==> config.mk <==
export PLATFORM = sky130hd
export DESIGN_NAME = p2fc_top
export DESIGN_NICKNAME = d
export VERILOG_FILES = /design/src/inc/p2fc_pkg.sv /design/src/inc/p2fc_bus_if.sv /design/src/hw/p2fc_apb_slave.sv /design/src/hw/p2fc_resolve.sv /design/src/hw/p2fc_top.sv
export VERILOG_INCLUDE_DIRS = /design/src /design/src/inc
export SDC_FILE = /design/constraint.sdc
export NUM_CORES = 1
export LEC_CHECK = 0
export ABC_AREA = 1
export BUFFER_PORTS_ARGS = -buffer_cell sky130_fd_sc_hd__buf_2
export CAP_MARGIN = 30
export CORE_MARGIN = 10
export CORE_UTILIZATION = 38
export DETAILED_ROUTE_END_ITERATION = 10
export PLACE_DENSITY = 0.86
export SYNTH_ARGS = -nofsm -noshare
export SYNTH_HDL_FRONTEND = slang
export SYNTH_SLANG_ARGS = --single-unit
==> constraint.sdc <==
create_clock -name clk_sys -period 3.1 [get_ports clk_sys]
set_clock_uncertainty 0.05 [all_clocks]
set_input_delay 0 -clock clk_sys [delete_from_list [all_inputs] [get_ports clk_sys]]
set_output_delay 0 -clock clk_sys [all_outputs]
set_load 0.03 [all_outputs]
==> src/inc/p2fc_params.svh <==
`ifndef P2FC_PARAMS_SVH
`define P2FC_PARAMS_SVH

// ----------------------------------------
// Register map
// ----------------------------------------
`define P2FC_ADDR_W 12
`define P2FC_REG_OFFSET 12'h1a4
`define P2FC_DATA_W 32

// ----------------------------------------
// Field positions of the pause config word
// ----------------------------------------
`define P2FC_BIT_BP 6
`define P2FC_BIT_DUP 5
`define P2FC_BIT_RXNOW 4
`define P2FC_BIT_TXNOW 3
`define P2FC_BIT_RXEN 2
`define P2FC_BIT_TXEN 1
`define P2FC_BIT_MAN 0
`define P2FC_RSV_LSB 7
`define P2FC_RSV_W 25

// ----------------------------------------
// Constant words
// ----------------------------------------
`define P2FC_ZERO_WORD 32'h0000_0000
`define P2FC_RSV_ZERO 25'h000_0000

`endif

==> src/inc/p2fc_pkg.sv <==
package p2fc_pkg;

  // ----------------------------------------
  // Software-written controls
  // ----------------------------------------
  typedef struct packed {
    logic bpEn;   // p2_backpressure_en
    logic rxEn;   // p2_rx_pause_en
    logic txEn;   // p2_tx_pause_en
    logic manSel; // p2_pause_manual_sel
  } p2fc_cfg_t;

  // ----------------------------------------
  // Flow control in force
  // ----------------------------------------
  typedef struct packed {
    logic halfDup; // p2_duplex_now, 1 = half
    logic rxNow;   // p2_rx_pause_now
    logic txNow;   // p2_tx_pause_now
  } p2fc_stat_t;

  // Picks manual or negotiated pause; none in half duplex
  function automatic p2fc_stat_t p2fc_resolve_fn(
    input p2fc_cfg_t cfg,
    input logic anOn,
    input logic half,
    input logic anRx,
    input logic anTx
  );
    p2fc_stat_t s;
    s.halfDup = half;
    s.rxNow = 1'b0;
    s.txNow = 1'b0;
    if (!half) begin
      if (cfg.manSel || !anOn) begin
        s.rxNow = cfg.rxEn;
        s.txNow = cfg.txEn;
      end else begin
        s.rxNow = anRx;
        s.txNow = anTx;
      end
    end
    return s;
  endfunction

endpackage

==> src/inc/p2fc_bus_if.sv <==
`timescale 1ns/1ps
// Link between the bus slave and the register core
interface p2fc_bus_if;
  logic wrStb;         // One-cycle write of the config word
  logic [31:0] wrData; // Write data
  logic [31:0] rdWord; // Live readback word
  modport slave(output wrStb, output wrData, input rdWord);
  modport core(input wrStb, input wrData, output rdWord);
endinterface

==> src/hw/p2fc_apb_slave.sv <==
`timescale 1ns/1ps
`include "p2fc_params.svh"
module p2fc_apb_slave
  import p2fc_pkg::*;
(
  input wire logic clk_sys,
  input wire logic sys_rst,
  input wire logic clkEn,
  input wire logic psel,
  input wire logic penable,
  input wire logic pwrite,
  input wire logic [`P2FC_ADDR_W-1:0] paddr,
  input wire logic [31:0] pwdata,
  output logic pready,
  output logic [31:0] prdata,
  output logic pslverr,
  p2fc_bus_if.slave bus
);

  // ----------------------------------------
  // Decode and answer
  // ----------------------------------------
  logic hit;            // Address names the register
  logic setup;          // Setup phase of a transfer
  logic pready_q, pready_d;
  logic [31:0] prdata_q, prdata_d;
  logic pslverr_q, pslverr_d;

  assign hit = (paddr == `P2FC_REG_OFFSET);
  assign setup = psel && !penable;
  assign bus.wrStb = psel && penable && pready_q && pwrite && hit && clkEn;
  assign bus.wrData = pwdata;
  assign pready = pready_q;
  assign prdata = prdata_q;
  assign pslverr = pslverr_q;

  // Next answer, built during the setup phase
  always_comb begin
    pready_d = setup;
    prdata_d = `P2FC_ZERO_WORD;
    pslverr_d = setup && !hit;
    if (setup && hit && !pwrite) begin
      prdata_d = bus.rdWord;
    end
  end

  // Answer flops
  always_ff @(posedge clk_sys) begin
    if (sys_rst) begin
      pready_q <= 1'b0;
      prdata_q <= `P2FC_ZERO_WORD;
      pslverr_q <= 1'b0;
    end else if (clkEn) begin
      pready_q <= pready_d;
      prdata_q <= prdata_d;
      pslverr_q <= pslverr_d;
    end
  end
endmodule

==> src/hw/p2fc_resolve.sv <==
`timescale 1ns/1ps
`include "p2fc_params.svh"
module p2fc_resolve
  import p2fc_pkg::*;
(
  input wire logic clk_sys,
  input wire logic sys_rst,
  input wire logic clkEn,
  input wire p2fc_cfg_t cfg,
  input wire p2fc_cfg_t strapCfg,
  input wire logic anEnable,
  input wire logic linkHalf,
  input wire logic anRxPause,
  input wire logic anTxPause,
  output p2fc_stat_t stat
);

  // ----------------------------------------
  // Flow control in force
  // ----------------------------------------
  p2fc_stat_t stat_q, stat_d;
  logic manualMode; // Manual enables govern

  assign manualMode = cfg.manSel || !anEnable;
  assign stat = stat_q;

  // Reset value comes from straps plus link state
  always_comb begin
    if (sys_rst) begin
      stat_d = p2fc_resolve_fn(strapCfg, anEnable, linkHalf, anRxPause, anTxPause);
    end else begin
      stat_d = p2fc_resolve_fn(cfg, anEnable, linkHalf, anRxPause, anTxPause);
    end
  end

  // Status flops
  always_ff @(posedge clk_sys) begin
    if (sys_rst || clkEn) begin
      stat_q <= stat_d;
    end
  end
endmodule

==> src/hw/p2fc_top.sv <==
// Register access over APB is this design's own decision.
`timescale 1ns/1ps
`include "p2fc_params.svh"

// Summary of operation
// - Register at 1A4h, bits 31:7 reserved
// - Bit 6 enables half-duplex backpressure
// - Bit 5 reads duplex in use, 1=half
// - Bit 4 reads receive pause in force
// - Bit 3 reads transmit pause in force
// - Status shows manual or negotiated result
// - Bit 2 enables pause detection, manual mode
// - Bit 1 enables pause generation, manual mode
// - Bit 0 low with autoneg: negotiated wins
// - Manual select applies enables in full duplex
// - Writes never touch PHY advertisement
// - Reset loads control bits from straps
// - Status defaults derive from several straps
// - Loader strap rewrite updates the register
module p2fc_top
  import p2fc_pkg::*;
(
  input wire logic clk_sys,
  input wire logic sys_rst,
  input wire logic clkEn,
  input wire logic psel,
  input wire logic penable,
  input wire logic pwrite,
  input wire logic [`P2FC_ADDR_W-1:0] paddr,
  input wire logic [31:0] pwdata,
  output logic pready,
  output logic [31:0] prdata,
  output logic pslverr,
  input wire logic p2_backpressure_strap,
  input wire logic p2_pause_enable_strap,
  input wire logic p2_manual_select_strap,
  input wire logic strapReload,
  input wire logic anEnable,
  input wire logic linkHalf,
  input wire logic anRxPause,
  input wire logic anTxPause,
  output logic p2_backpressure_en,
  output logic p2_duplex_now,
  output logic p2_rx_pause_now,
  output logic p2_tx_pause_now
);

  // ----------------------------------------
  // Internal wiring
  // ----------------------------------------
  p2fc_bus_if bus ();   // Slave to core link
  p2fc_cfg_t cfg_q;     // Software controls
  p2fc_cfg_t cfg_d;     // Next controls
  p2fc_cfg_t strapCfg;  // Controls as the straps give them
  p2fc_stat_t stat;     // Flow control in force
  logic [31:0] rdWord;  // Assembled readback word

  // ----------------------------------------
  // Strap view of the controls
  // ----------------------------------------
  // One pause strap seeds both pause enables
  always_comb begin
    strapCfg.bpEn = p2_backpressure_strap;
    strapCfg.rxEn = p2_pause_enable_strap;
    strapCfg.txEn = p2_pause_enable_strap;
    strapCfg.manSel = p2_manual_select_strap;
  end

  // ----------------------------------------
  // Bus slave
  // ----------------------------------------
  p2fc_apb_slave u_slave (
    .clk_sys(clk_sys),
    .sys_rst(sys_rst),
    .clkEn(clkEn),
    .psel(psel),
    .penable(penable),
    .pwrite(pwrite),
    .paddr(paddr),
    .pwdata(pwdata),
    .pready(pready),
    .prdata(prdata),
    .pslverr(pslverr),
    .bus(bus.slave)
  );

  // ----------------------------------------
  // Control register
  // ----------------------------------------
  // Next control value; loader rewrite beats a bus write
  always_comb begin
    cfg_d = cfg_q;
    if (strapReload) begin
      // Loader rewrote the straps, take them
      cfg_d = strapCfg;
    end else if (bus.wrStb) begin
      // Only the four writable bits are kept
      cfg_d.bpEn = bus.wrData[`P2FC_BIT_BP];
      cfg_d.rxEn = bus.wrData[`P2FC_BIT_RXEN];
      cfg_d.txEn = bus.wrData[`P2FC_BIT_TXEN];
      cfg_d.manSel = bus.wrData[`P2FC_BIT_MAN];
    end
  end

  // Control flops; reset captures the straps
  always_ff @(posedge clk_sys) begin
    if (sys_rst) begin
      cfg_q <= strapCfg;
    end else if (clkEn) begin
      cfg_q <= cfg_d;
    end
  end

  // ----------------------------------------
  // Flow control resolution
  // ----------------------------------------
  p2fc_resolve u_resolve (
    .clk_sys(clk_sys),
    .sys_rst(sys_rst),
    .clkEn(clkEn),
    .cfg(cfg_q),
    .strapCfg(strapCfg),
    .anEnable(anEnable),
    .linkHalf(linkHalf),
    .anRxPause(anRxPause),
    .anTxPause(anTxPause),
    .stat(stat)
  );

  // ----------------------------------------
  // Readback word
  // ----------------------------------------
  // Status fields are live, reserved field stays zero
  always_comb begin
    rdWord = `P2FC_ZERO_WORD;
    rdWord[`P2FC_BIT_BP] = cfg_q.bpEn;
    rdWord[`P2FC_BIT_DUP] = stat.halfDup;
    rdWord[`P2FC_BIT_RXNOW] = stat.rxNow;
    rdWord[`P2FC_BIT_TXNOW] = stat.txNow;
    rdWord[`P2FC_BIT_RXEN] = cfg_q.rxEn;
    rdWord[`P2FC_BIT_TXEN] = cfg_q.txEn;
    rdWord[`P2FC_BIT_MAN] = cfg_q.manSel;
  end
  assign bus.rdWord = rdWord;

  // ----------------------------------------
  // Outputs to the port MAC
  // ----------------------------------------
  // All straight from flops; no path to PHY advertisement
  assign p2_backpressure_en = cfg_q.bpEn;
  assign p2_duplex_now = stat.halfDup;
  assign p2_rx_pause_now = stat.rxNow;
  assign p2_tx_pause_now = stat.txNow;

  // ----------------------------------------
  // Decode shared by the later checks
  // ----------------------------------------
  logic regRead;   // Read setup aimed at the register
  logic missWrite; // Write access phase aimed elsewhere

  assign regRead = psel && !penable && !pwrite && paddr == `P2FC_REG_OFFSET && clkEn;
  assign missWrite = psel && penable && pready && pwrite && paddr != `P2FC_REG_OFFSET;
endmodule

==> results of run 1 <==
## per-stage QoR
stage               std cells  util, %  cell area [µm²]
detailed placement        198     45.4             1110
floorplan                 151        -             1050
global placement          198     45.4             1110
finish                    214     51.4             1260
global route              214     51.4             1260
CTS                       214     51.4             1260
## final cells by class
| cell class | instances | area, µm² | share of cell area [%] |
|---|---|---|---|
| Clock inverter | 1 | 3.75 | 0.298 |
| Multi-Input combinational cell | 98 | 432 | 34.2 |
| Tap cell | 30 | 37.5 | 2.98 |
| Clock buffer | 3 | 22.5 | 1.79 |
| Timing Repair Buffer | 54 | 330 | 26.2 |
| Sequential cell | 16 | 390 | 31.0 |
| Inverter | 12 | 45.0 | 3.57 |
## registers in the layout (all words and copies together), names as in the netlist
register / count
u_slave.prdata: 7
bus.rdWord: 3
u_resolve.stat: 3
p2_backpressure_en: 1
u_slave.pready: 1
u_slave.pslverr: 1
## placed cells by master, fill, tap and decap left out
cell | Yosys | final
inv_2 | 1 | 1
conb_1 | 1 | 25
clkinv_1 | 0 | 1
o22ai_1 | 1 | 1
a21oi_1 | 3 | 3
edfxtp_1 | 7 | 7
nand3_1 | 5 | 5
clkbuf_4 | 0 | 3
nor2_2 | 2 | 2
buf_2 | 0 | 42
dfxtp_1 | 9 | 9
nor3_2 | 1 | 1
o21ai_1 | 7 | 7
dlygate4sd3_1 | 0 | 12
nor2_1 | 8 | 8
nand3_4 | 1 | 1
nor3_1 | 3 | 3
or2_4 | 1 | 1
nor2_4 | 1 | 1
inv_1 | 11 | 11
o21ai_0 | 1 | 1
nand2_1 | 39 | 39
## routing by layer
layer  wire [µm]  global-route usage, %  share of wire, %
met4          69                   5.04               2.8
met5           0                      0                 0
met1        1010                   10.2                42
met2        1160                   16.8                47
met3         199                   3.11               8.2
## kinds of logic after synthesis
group | after synthesis
AND/OR/NAND/NOR | 61
buffers and inverters | 37
flip-flops | 16
AO/OA/AOI/OAI | 12
other | 1
## path summary, 6_finish.rpt
path	start	endpoint	slack [ns]	cells after the start
max	paddr[11]	u_slave.pslverr$_SDFFE_PP0P_	1.53	7
max reg2reg	u_slave.pready$_SDFFE_PP0P_	p2_backpressure_en$_DFFE_PP_	1.68	4
min reg2reg	u_slave.prdata[5]$_SDFFE_PP0P_	u_slave.prdata[5]$_SDFFE_PP0P_	0.41	2
min	clkEn	u_slave.pslverr$_SDFFE_PP0P_	0.007	4
## power by group
part           internal, µW  switching, µW  total, µW
Combinational          39.4           89.8        129
Sequential              234           5.71        239
Clock                  46.7           64.2        111
Total                   320            160        479
## critical path: cells and delay by family
family	cells	cell delay [ns]
AND/OR/NAND/NOR	4	0.43
buffers and inverters	3	1.27
## what timing repair did
action,4_1_cts,5_1_grt
hold buffers,12,0
hold endpoints to repair,9,0
setup buffers,0,0
gates resized for setup,0,0
==> impl_metrics.py, run 1 <==
metrics = {
    "worst_setup_path": {
        "path_cells": "dlygate4sd3_1, buf_2, nor3_2, dlygate4sd3_1, nand2_1, nand2_1, nand2_1",
        "required_ns": 3.24,
        "start_kind": "primary input",
        "critPathKind": "primary input to flip-flop",
        "cp_max_fo": 3,
        "worstPathArrival_ns": 1.71,
        "worst_setup_path_end_kind": "flip-flop",
        "max_stage_delay_ns": 0.60,
        "cp_slowest_cell": "dlygate4sd3_1",
        "path_common_cell": "nand2_1",
    },
    "synthesis": {
        "yosys-top-cells-area": "edfxtp_1 (22%), buf_4 (19%), dfxtp_1 (19%), nand2_1 (15%), inv_1 (4.3%)",
        "synth_ff_type": "dfxtp_1",
        "synth_top_area_share_pct": 21.8,
        "synth-seq-cells": 16,
        "synth_simple_gate_area_share_pct": 28.7,
        "synthAdderAreaFrac_pct": 0,
        "synth_top_cell_by_area": "edfxtp_1",
        "synth.distinct_cells": 19,
        "ys_warn_count": 0,
        "synth_enable_flop_cells": 7,
        "muxShareOfSynthArea_pct": 0,
        "yosys-top-cells-count": "nand2_1 (39), buf_4 (25), inv_1 (11)",
        "synth_compound_area_share_pct": 6.36,
        "synthXorXnorAreaFrac_pct": 0,
        "ys_seq_area_share_pct": 40.5,
        "avgSynthCellArea_um2": 7.60,
        "postSynth.asyncResetShare_pct": 0,
        "synthCells": 127,
        "synth_top_family_by_area": "simple AND/OR/NAND/NOR gates",
        "synth.most_common_cell": "nand2_1",
        "netlist_area_um2": 965,
    },
    "timing": {
        "timing.final.ws_setup_ns": 1.53,
        "hold_viol": 0,
        "period_share_pct": 50.5,
        "fmax_mhz": 639,
        "rsz0062_at_grt": "no",
        "drv_slew": 0,
        "finalHoldWorstSlack_ns": 0.00739,
        "period_minus_slack_ns": 1.57,
        "setup_viol": 0,
        "tns_ns": 0,
    },
    "grt": {
        "first_global_vias": 999,
        "grt_pass1_wl_mm": 4.10,
        "grt_max_degree": 11,
        "gr-total-overflow": 0,
        "antenna_found_initial": 0,
        "track_usage_pct": 9.71,
    },
    "layout": {
        "areaGrowthSynthToFinish_pct": 30.7,
        "final_nets": 243,
        "fillCellCount": 247,
        "drive_gt1_share_pct": 28.3,
        "diodes": 0,
    },
    "drt": {
        "drt_iter0_markers": 64,
        "via_count": 891,
        "routedWlPerCell_um": 11.4,
        "drt_wl_total_mm": 2.44,
        "firstDrtPassIters": 4,
        "vias_per_cell": 4.16,
        "ant_nets": 0,
        "drc_errors": 0,
    },
    "place": {
        "io_buffers": 42,
        "place_hpwl_mm": 2.04,
        "place_congestion": 0.808,
        "dp_slack_ns": 1.69,
    },
    "floorplan": {
        "core_mm2": 0.00245,
        "rows": 18,
        "ios": 96,
        "fp.dieArea_mm2": 0.00495,
        "dieHeight_um": 70.4,
        "die-width_um": 70.4,
        "floorplan.initialDensity_pct": 39.3,
    },
    "cts": {
        "clockBufferDepth": 2,
        "cts_made_buffers": 3,
        "cts.sinks": 16,
        "cts_tree": "yes",
        "path_clk_slew_ns": 0.09,
        "root_buffer": "clkbuf_4",
        "clkLatencyLatePin_ns": 0.28,
        "cts.htree.levels": 1,
    },
    "min_path": {
        "hp-class": "primary input to flip-flop",
    },
    "pwr": {
        "peakVddDrop_uv": 221,
        "powerDensity_mw_per_mm2": 380,
        "total_power_uw": 479,
        "power.leakage_uw": 0.000654,
    },
    "run_status": {
        "outcome": "finished, final reports clean",
    },
    "run": {
        "cap_violations": 0,
    },
}
Note: power is estimated with default switching activity, not from simulation.
==> run 2, diff against run 1 <==
--- a/config.mk
+++ b/config.mk
@@ -10,9 +10,9 @@
 export BUFFER_PORTS_ARGS = -buffer_cell sky130_fd_sc_hd__buf_2
 export CAP_MARGIN = 30
 export CORE_MARGIN = 10
-export CORE_UTILIZATION = 38
+export CORE_UTILIZATION = 32
 export DETAILED_ROUTE_END_ITERATION = 10
-export PLACE_DENSITY = 0.86
+export PLACE_DENSITY = 0.77
 export SYNTH_ARGS = -nofsm -noshare
 export SYNTH_HDL_FRONTEND = slang
 export SYNTH_SLANG_ARGS = --single-unit
==> constraint.sdc (replaced) <==
create_clock -name clk_sys -period 1.3 [get_ports clk_sys]
set_clock_uncertainty 0.05 [all_clocks]
set_input_delay 0 -clock clk_sys [delete_from_list [all_inputs] [get_ports clk_sys]]
set_output_delay 0 -clock clk_sys [all_outputs]
set_load 0.03 [all_outputs]
==> run 2 against run 1 <==
Net effect: clock power increased to 2.8 times the previous value; flip-flop and latch count did not move; routed wire length decreased by 3.8%; count of clock-buffer cells in the layout up 1; combinational power increased by 140%; die area rose by 13%; largest cell class unchanged; largest power group unchanged.
==> impl_metrics.py, run 2 (synthesis gave the netlist of run 1 again) <==
metrics = {
    "run_status": {
        "outcome": "finished, final reports clean",
    },
    "drt": {
        "firstDrtPassIters": 4,
        "wl_met3_um": 201,
        "ant_nets": 0,
        "drt_wl_total_mm": 2.35,
        "vias_per_cell": 4.05,
        "met2_length_mm": 1.14,
        "drc_errors": 0,
        "routedWlPerCell_um": 10.9,
        "via_count": 871,
        "drt_iter0_markers": 30,
        "highest_layer": "met4",
        "routedLengthMet1_um": 984,
    },
    "worst_setup_path": {
        "worstPathArrival_ns": 1.13,
        "worst_setup_path_end_kind": "flip-flop",
        "cp_max_fo": 4,
        "critPathKind": "primary input to flip-flop",
        "startpoint": "penable",
        "required_ns": 1.23,
        "rr_startpoint": "u_slave.pready$_SDFFE_PP0P_",
        "start_kind": "primary input",
    },
    "pwr": {
        "p_sw_share_pct": 31.3,
        "power.leakage_uw": 0.000671,
        "switchingPower_uw": 375,
        "p_comb_share_pct": 26.1,
        "total_power_uw": 1200,
        "p_clk_share_pct": 26.4,
        "peakVddDrop_uv": 333,
        "powerDensity_mw_per_mm2": 921,
        "p_int_uw": 822,
        "pwr-share-seq_pct": 47.6,
    },
    "cts": {
        "path_clk_slew_ns": 0.09,
        "clockBufferDepth": 2,
        "cts.htree.levels": 1,
        "clkLatencyLatePin_ns": 0.28,
        "cts_made_buffers": 3,
        "postCtsSetupBuffers": 0,
        "cts_tree": "yes",
        "cts.sinks": 16,
        "root_buffer": "clkbuf_4",
    },
    "place": {
        "dp_cells": 203,
        "io_buffers": 42,
        "place_hpwl_mm": 2.06,
        "place_congestion": 0.738,
    },
    "grt": {
        "gr-total-overflow": 0,
        "track_usage_pct": 8.10,
        "first_global_vias": 887,
        "grt_pass1_wl_mm": 3.72,
        "grt_max_degree": 10,
        "antenna_found_initial": 0,
    },
    "timing": {
        "period_share_pct": 92.1,
        "hold_viol": 0,
        "drv_slew": 0,
        "setup_viol": 0,
        "fmax_mhz": 835,
        "period_minus_slack_ns": 1.20,
        "rsz0062_at_grt": "no",
        "tns_ns": 0,
    },
    "layout": {
        "final_nets": 243,
        "areaGrowthSynthToFinish_pct": 34.8,
        "multiInputGateArea_um2": 458,
        "drive_gt1_share_pct": 33.7,
        "largest_reg_flops": 7,
        "diodes": 0,
        "final_common_cell": "buf_2",
        "seqCellArea_um2": 394,
        "final_cells": 215,
        "final_cell_mix": "buf_2 (41), nand2_1 (38), conb_1 (25), inv_1 (11)",
        "fillCellCount": 303,
    },
    "floorplan": {
        "floorplan.initialDensity_pct": 34.1,
        "ios": 96,
        "die-width_um": 74.9,
        "dieHeight_um": 74.9,
        "rows": 19,
        "fp.dieArea_mm2": 0.00561,
        "core_mm2": 0.00283,
    },
    "min_path": {
        "hp-class": "primary input to flip-flop",
        "hold_start": "pwrite",
    },
    "run": {
        "cap_violations": 0,
    },
}
[run 2: what timing repair did]
item	in CTS	in global routing
gates cloned	0	0
gates resized for setup	1	5
endpoints found under the hold margin	8	0
hold buffers	9	0
endpoints found under the setup margin	4	5
pin swaps	1	2
[run 2: final cells by class]
| cell class | count | share of cell area (%) |
|---|---|---|
| multi-input combinational | 98 | 35.2 |
| tap | 31 | 2.98 |
| clock buffer | 4 | 2.79 |
| sequential | 16 | 30.3 |
| inverter | 12 | 3.46 |
| timing repair buffer | 54 | 25.2 |
[run 2: path summary, 6_finish.rpt]
path,to,slack (ns),depth (start not counted)
worst min-delay path,u_slave.prdata[5]$_SDFFE_PP0P_,0.03,4
worst max-delay path,p2_backpressure_en$_DFFE_PP_,0.10,5
worst max register to register,p2_backpressure_en$_DFFE_PP_,0.11,4
worst min register to register,u_slave.prdata[6]$_SDFFE_PP0P_,0.40,2
[run 2: critical path, stage by stage]
cell and delay, ns:
dlygate4sd3_1 0.54, nand2_1 0.07, nor3_2 0.19, nand3_2 0.12
a21oi_4 0.21
[run 2: through the flow]
step           hold slack, ns  setup slack [ns]  utilization (%)  instance area [µm²]
5_1_grt                0.0372            0.0612             46.0                 1300
3_5_place_dp            0.167           -0.0146             40.8                 1150
4_1_cts                0.0302            0.0178             45.5                 1290
2_1_floorplan          0.0489           0.00185                -                 1060
3_3_place_gp            0.160         -0.000309             40.8                 1150
6_report               0.0326             0.102             46.0                 1300
[run 2: layer usage]
metal | vias to the layer above | GRT usage (%)
li1 | 463 | -
met1 | 363 | 9.39
met2 | 43 | 13.5
met3 | 2 | 2.23
met4 | 0 | 3.78
met5 | - | 0
[run 2: power by group through the flow]
| stage | sequential, µW | clock, µW | combinational (µW) |
|---|---|---|---|
| 2_1_floorplan | 611 | 0 | 222 |
| 3_3_place_gp | 579 | 0 | 280 |
| 3_5_place_dp | 581 | 0 | 283 |
| 4_1_cts | 570 | 330 | 308 |
| 5_1_grt | 573 | 357 | 341 |
| 6_report | 569 | 316 | 312 |
==> run 3, diff against run 2 <==
==> constraint.sdc (replaced) <==
create_clock -name clk_sys -period 1.3 [get_ports clk_sys]
set_clock_uncertainty 0.05 [all_clocks]
set_input_delay 0.13 -clock clk_sys [delete_from_list [all_inputs] [get_ports clk_sys]]
set_output_delay 0.13 -clock clk_sys [all_outputs]
set_load 0.03 [all_outputs]
==> run 3 against run 2 <==
Net effect: sequential power is essentially flat; first-iteration DRC count rose by 57%; setup slack got worse by 0.0076 ns; via count is 4.5% lower; final cell count is 4.2% lower; total power shrank 6.6%; register-to-register slack got worse by 0.02 ns; largest power group unchanged.
==> impl_metrics.py, run 3 (synthesis gave the netlist of run 1 again) <==
metrics = {
    "worst_setup_path": {
        "critPathBufInv": 1,
        "startpoint": "u_slave.pready$_SDFFE_PP0P_",
        "cp_max_fo": 4,
        "worst_setup_path_end_kind": "flip-flop",
        "worst-r2r-setup-slack_ns": 0.09,
        "required_ns": 1.24,
        "critPathKind": "flip-flop to flip-flop",
        "start_kind": "flip-flop",
        "path_cells": "inv_1, nor3_1, nand3_1, a21oi_4",
        "cp_top_family": "flip-flops",
        "worstPathArrival_ns": 1.14,
        "rr_startpoint": "u_slave.pready$_SDFFE_PP0P_",
        "cp_slowest_cell": "dfxtp_4",
        "max_stage_delay_ns": 0.34,
    },
    "cts": {
        "ctsHoldBuffers": 0,
        "cts.sinks": 16,
        "cts_made_buffers": 3,
        "clkLatencyLatePin_ns": 0.28,
        "postCtsSetupBuffers": 0,
        "cts_tree": "yes",
        "root_buffer": "clkbuf_4",
        "path_clk_slew_ns": 0.09,
        "clockBufferDepth": 2,
        "cts.htree.levels": 1,
    },
    "pwr": {
        "power.leakage_uw": 0.000616,
        "powerDensity_mw_per_mm2": 948,
        "total_power_uw": 1120,
        "peakVddDrop_uv": 331,
    },
    "drt": {
        "ant_nets": 0,
        "vias_per_cell": 4.04,
        "drc_errors": 0,
        "drt_wl_total_mm": 2.32,
        "routedWlPerCell_um": 11.3,
        "drt_iter0_markers": 47,
        "firstDrtPassIters": 4,
        "via_count": 832,
    },
    "place": {
        "dp_cells": 202,
        "place_hpwl_mm": 2.04,
        "place_congestion": 0.767,
        "io_buffers": 42,
    },
    "layout": {
        "final_cell_mix": "buf_2 (42), nand2_1 (39), conb_1 (25), inv_1 (11)",
        "diodes": 0,
        "multiInputGateArea_um2": 443,
        "final_nets": 234,
        "fillCellCount": 306,
        "areaGrowthSynthToFinish_pct": 22.3,
        "largest_reg_flops": 7,
        "seqCellArea_um2": 394,
        "final_cells": 206,
        "drive_gt1_share_pct": 32.6,
        "final_common_cell": "buf_2",
    },
    "floorplan": {
        "fp.dieArea_mm2": 0.00561,
        "dieHeight_um": 74.9,
        "die-width_um": 74.9,
        "ios": 96,
        "rows": 19,
        "floorplan.initialDensity_pct": 34.1,
        "core_mm2": 0.00283,
    },
    "run_status": {
        "outcome": "finished, final reports clean",
    },
    "timing": {
        "period_share_pct": 92.7,
        "setup_viol": 0,
        "rsz0062_at_grt": "no",
        "hold_viol": 0,
        "fmax_mhz": 830,
        "period_minus_slack_ns": 1.21,
        "drv_slew": 0,
        "finalHoldWorstSlack_ns": 0.0126,
        "tns_ns": 0,
    },
    "grt": {
        "grt_pass1_wl_mm": 3.54,
        "antenna_found_initial": 0,
        "grt_max_degree": 10,
        "track_usage_pct": 7.95,
        "gr-total-overflow": 0,
        "first_global_vias": 853,
    },
    "min_path": {
        "hp-class": "primary input to flip-flop",
        "hold_start": "linkHalf",
    },
    "run": {
        "cap_violations": 0,
    },
}
run 3: layer usage:
layer	global-route usage (%)	wire length (µm)
met2	13.5	1090
met5	0	0
met4	3.78	31
met3	3.81	256
met1	8.04	942
run 3: path summary, 6_finish.rpt:
| kind | to | depth (start not counted) |
|---|---|---|
| max | p2_backpressure_en$_DFFE_PP_ | 4 |
| min | u_resolve.stat[2]$_DFFE_PP_ | 1 |
| max reg2reg | p2_backpressure_en$_DFFE_PP_ | 4 |
| min reg2reg | u_slave.prdata[3]$_SDFFE_PP0P_ | 2 |
run 3: layout make-up:
cell class / count / share of cell area, %
multi-input combinational: 98 / 37.5
sequential: 16 / 33.4
timing repair buffer: 45 / 19.7
inverter: 12 / 3.82
tap: 31 / 3.29
clock buffer: 4 / 2.23
run 3: stage by stage:
stage	setup slack (ns)	utilization (%)	instance area, µm²
3_3_place_gp	-0.0542	40.5	1150
2_1_floorplan	0.00185	-	1060
3_5_place_dp	-0.0583	40.5	1150
5_1_grt	0.0105	41.7	1180
4_1_cts	0.0471	41.4	1170
6_report	0.0947	41.7	1180
run 3: report_power, final:
group	internal, µW	leakage [µW]	switching, µW
combinational	75.5	0.000456	211
clock	119	0.0000150	145
sequential	556	0.000145	12.9
run 3: timing repair:
item,in CTS,in global routing
gates resized for setup,0,1
gates cloned,0,0
endpoints found under the setup margin,4,4
endpoints found under the hold margin,0,0
pin swaps,2,0
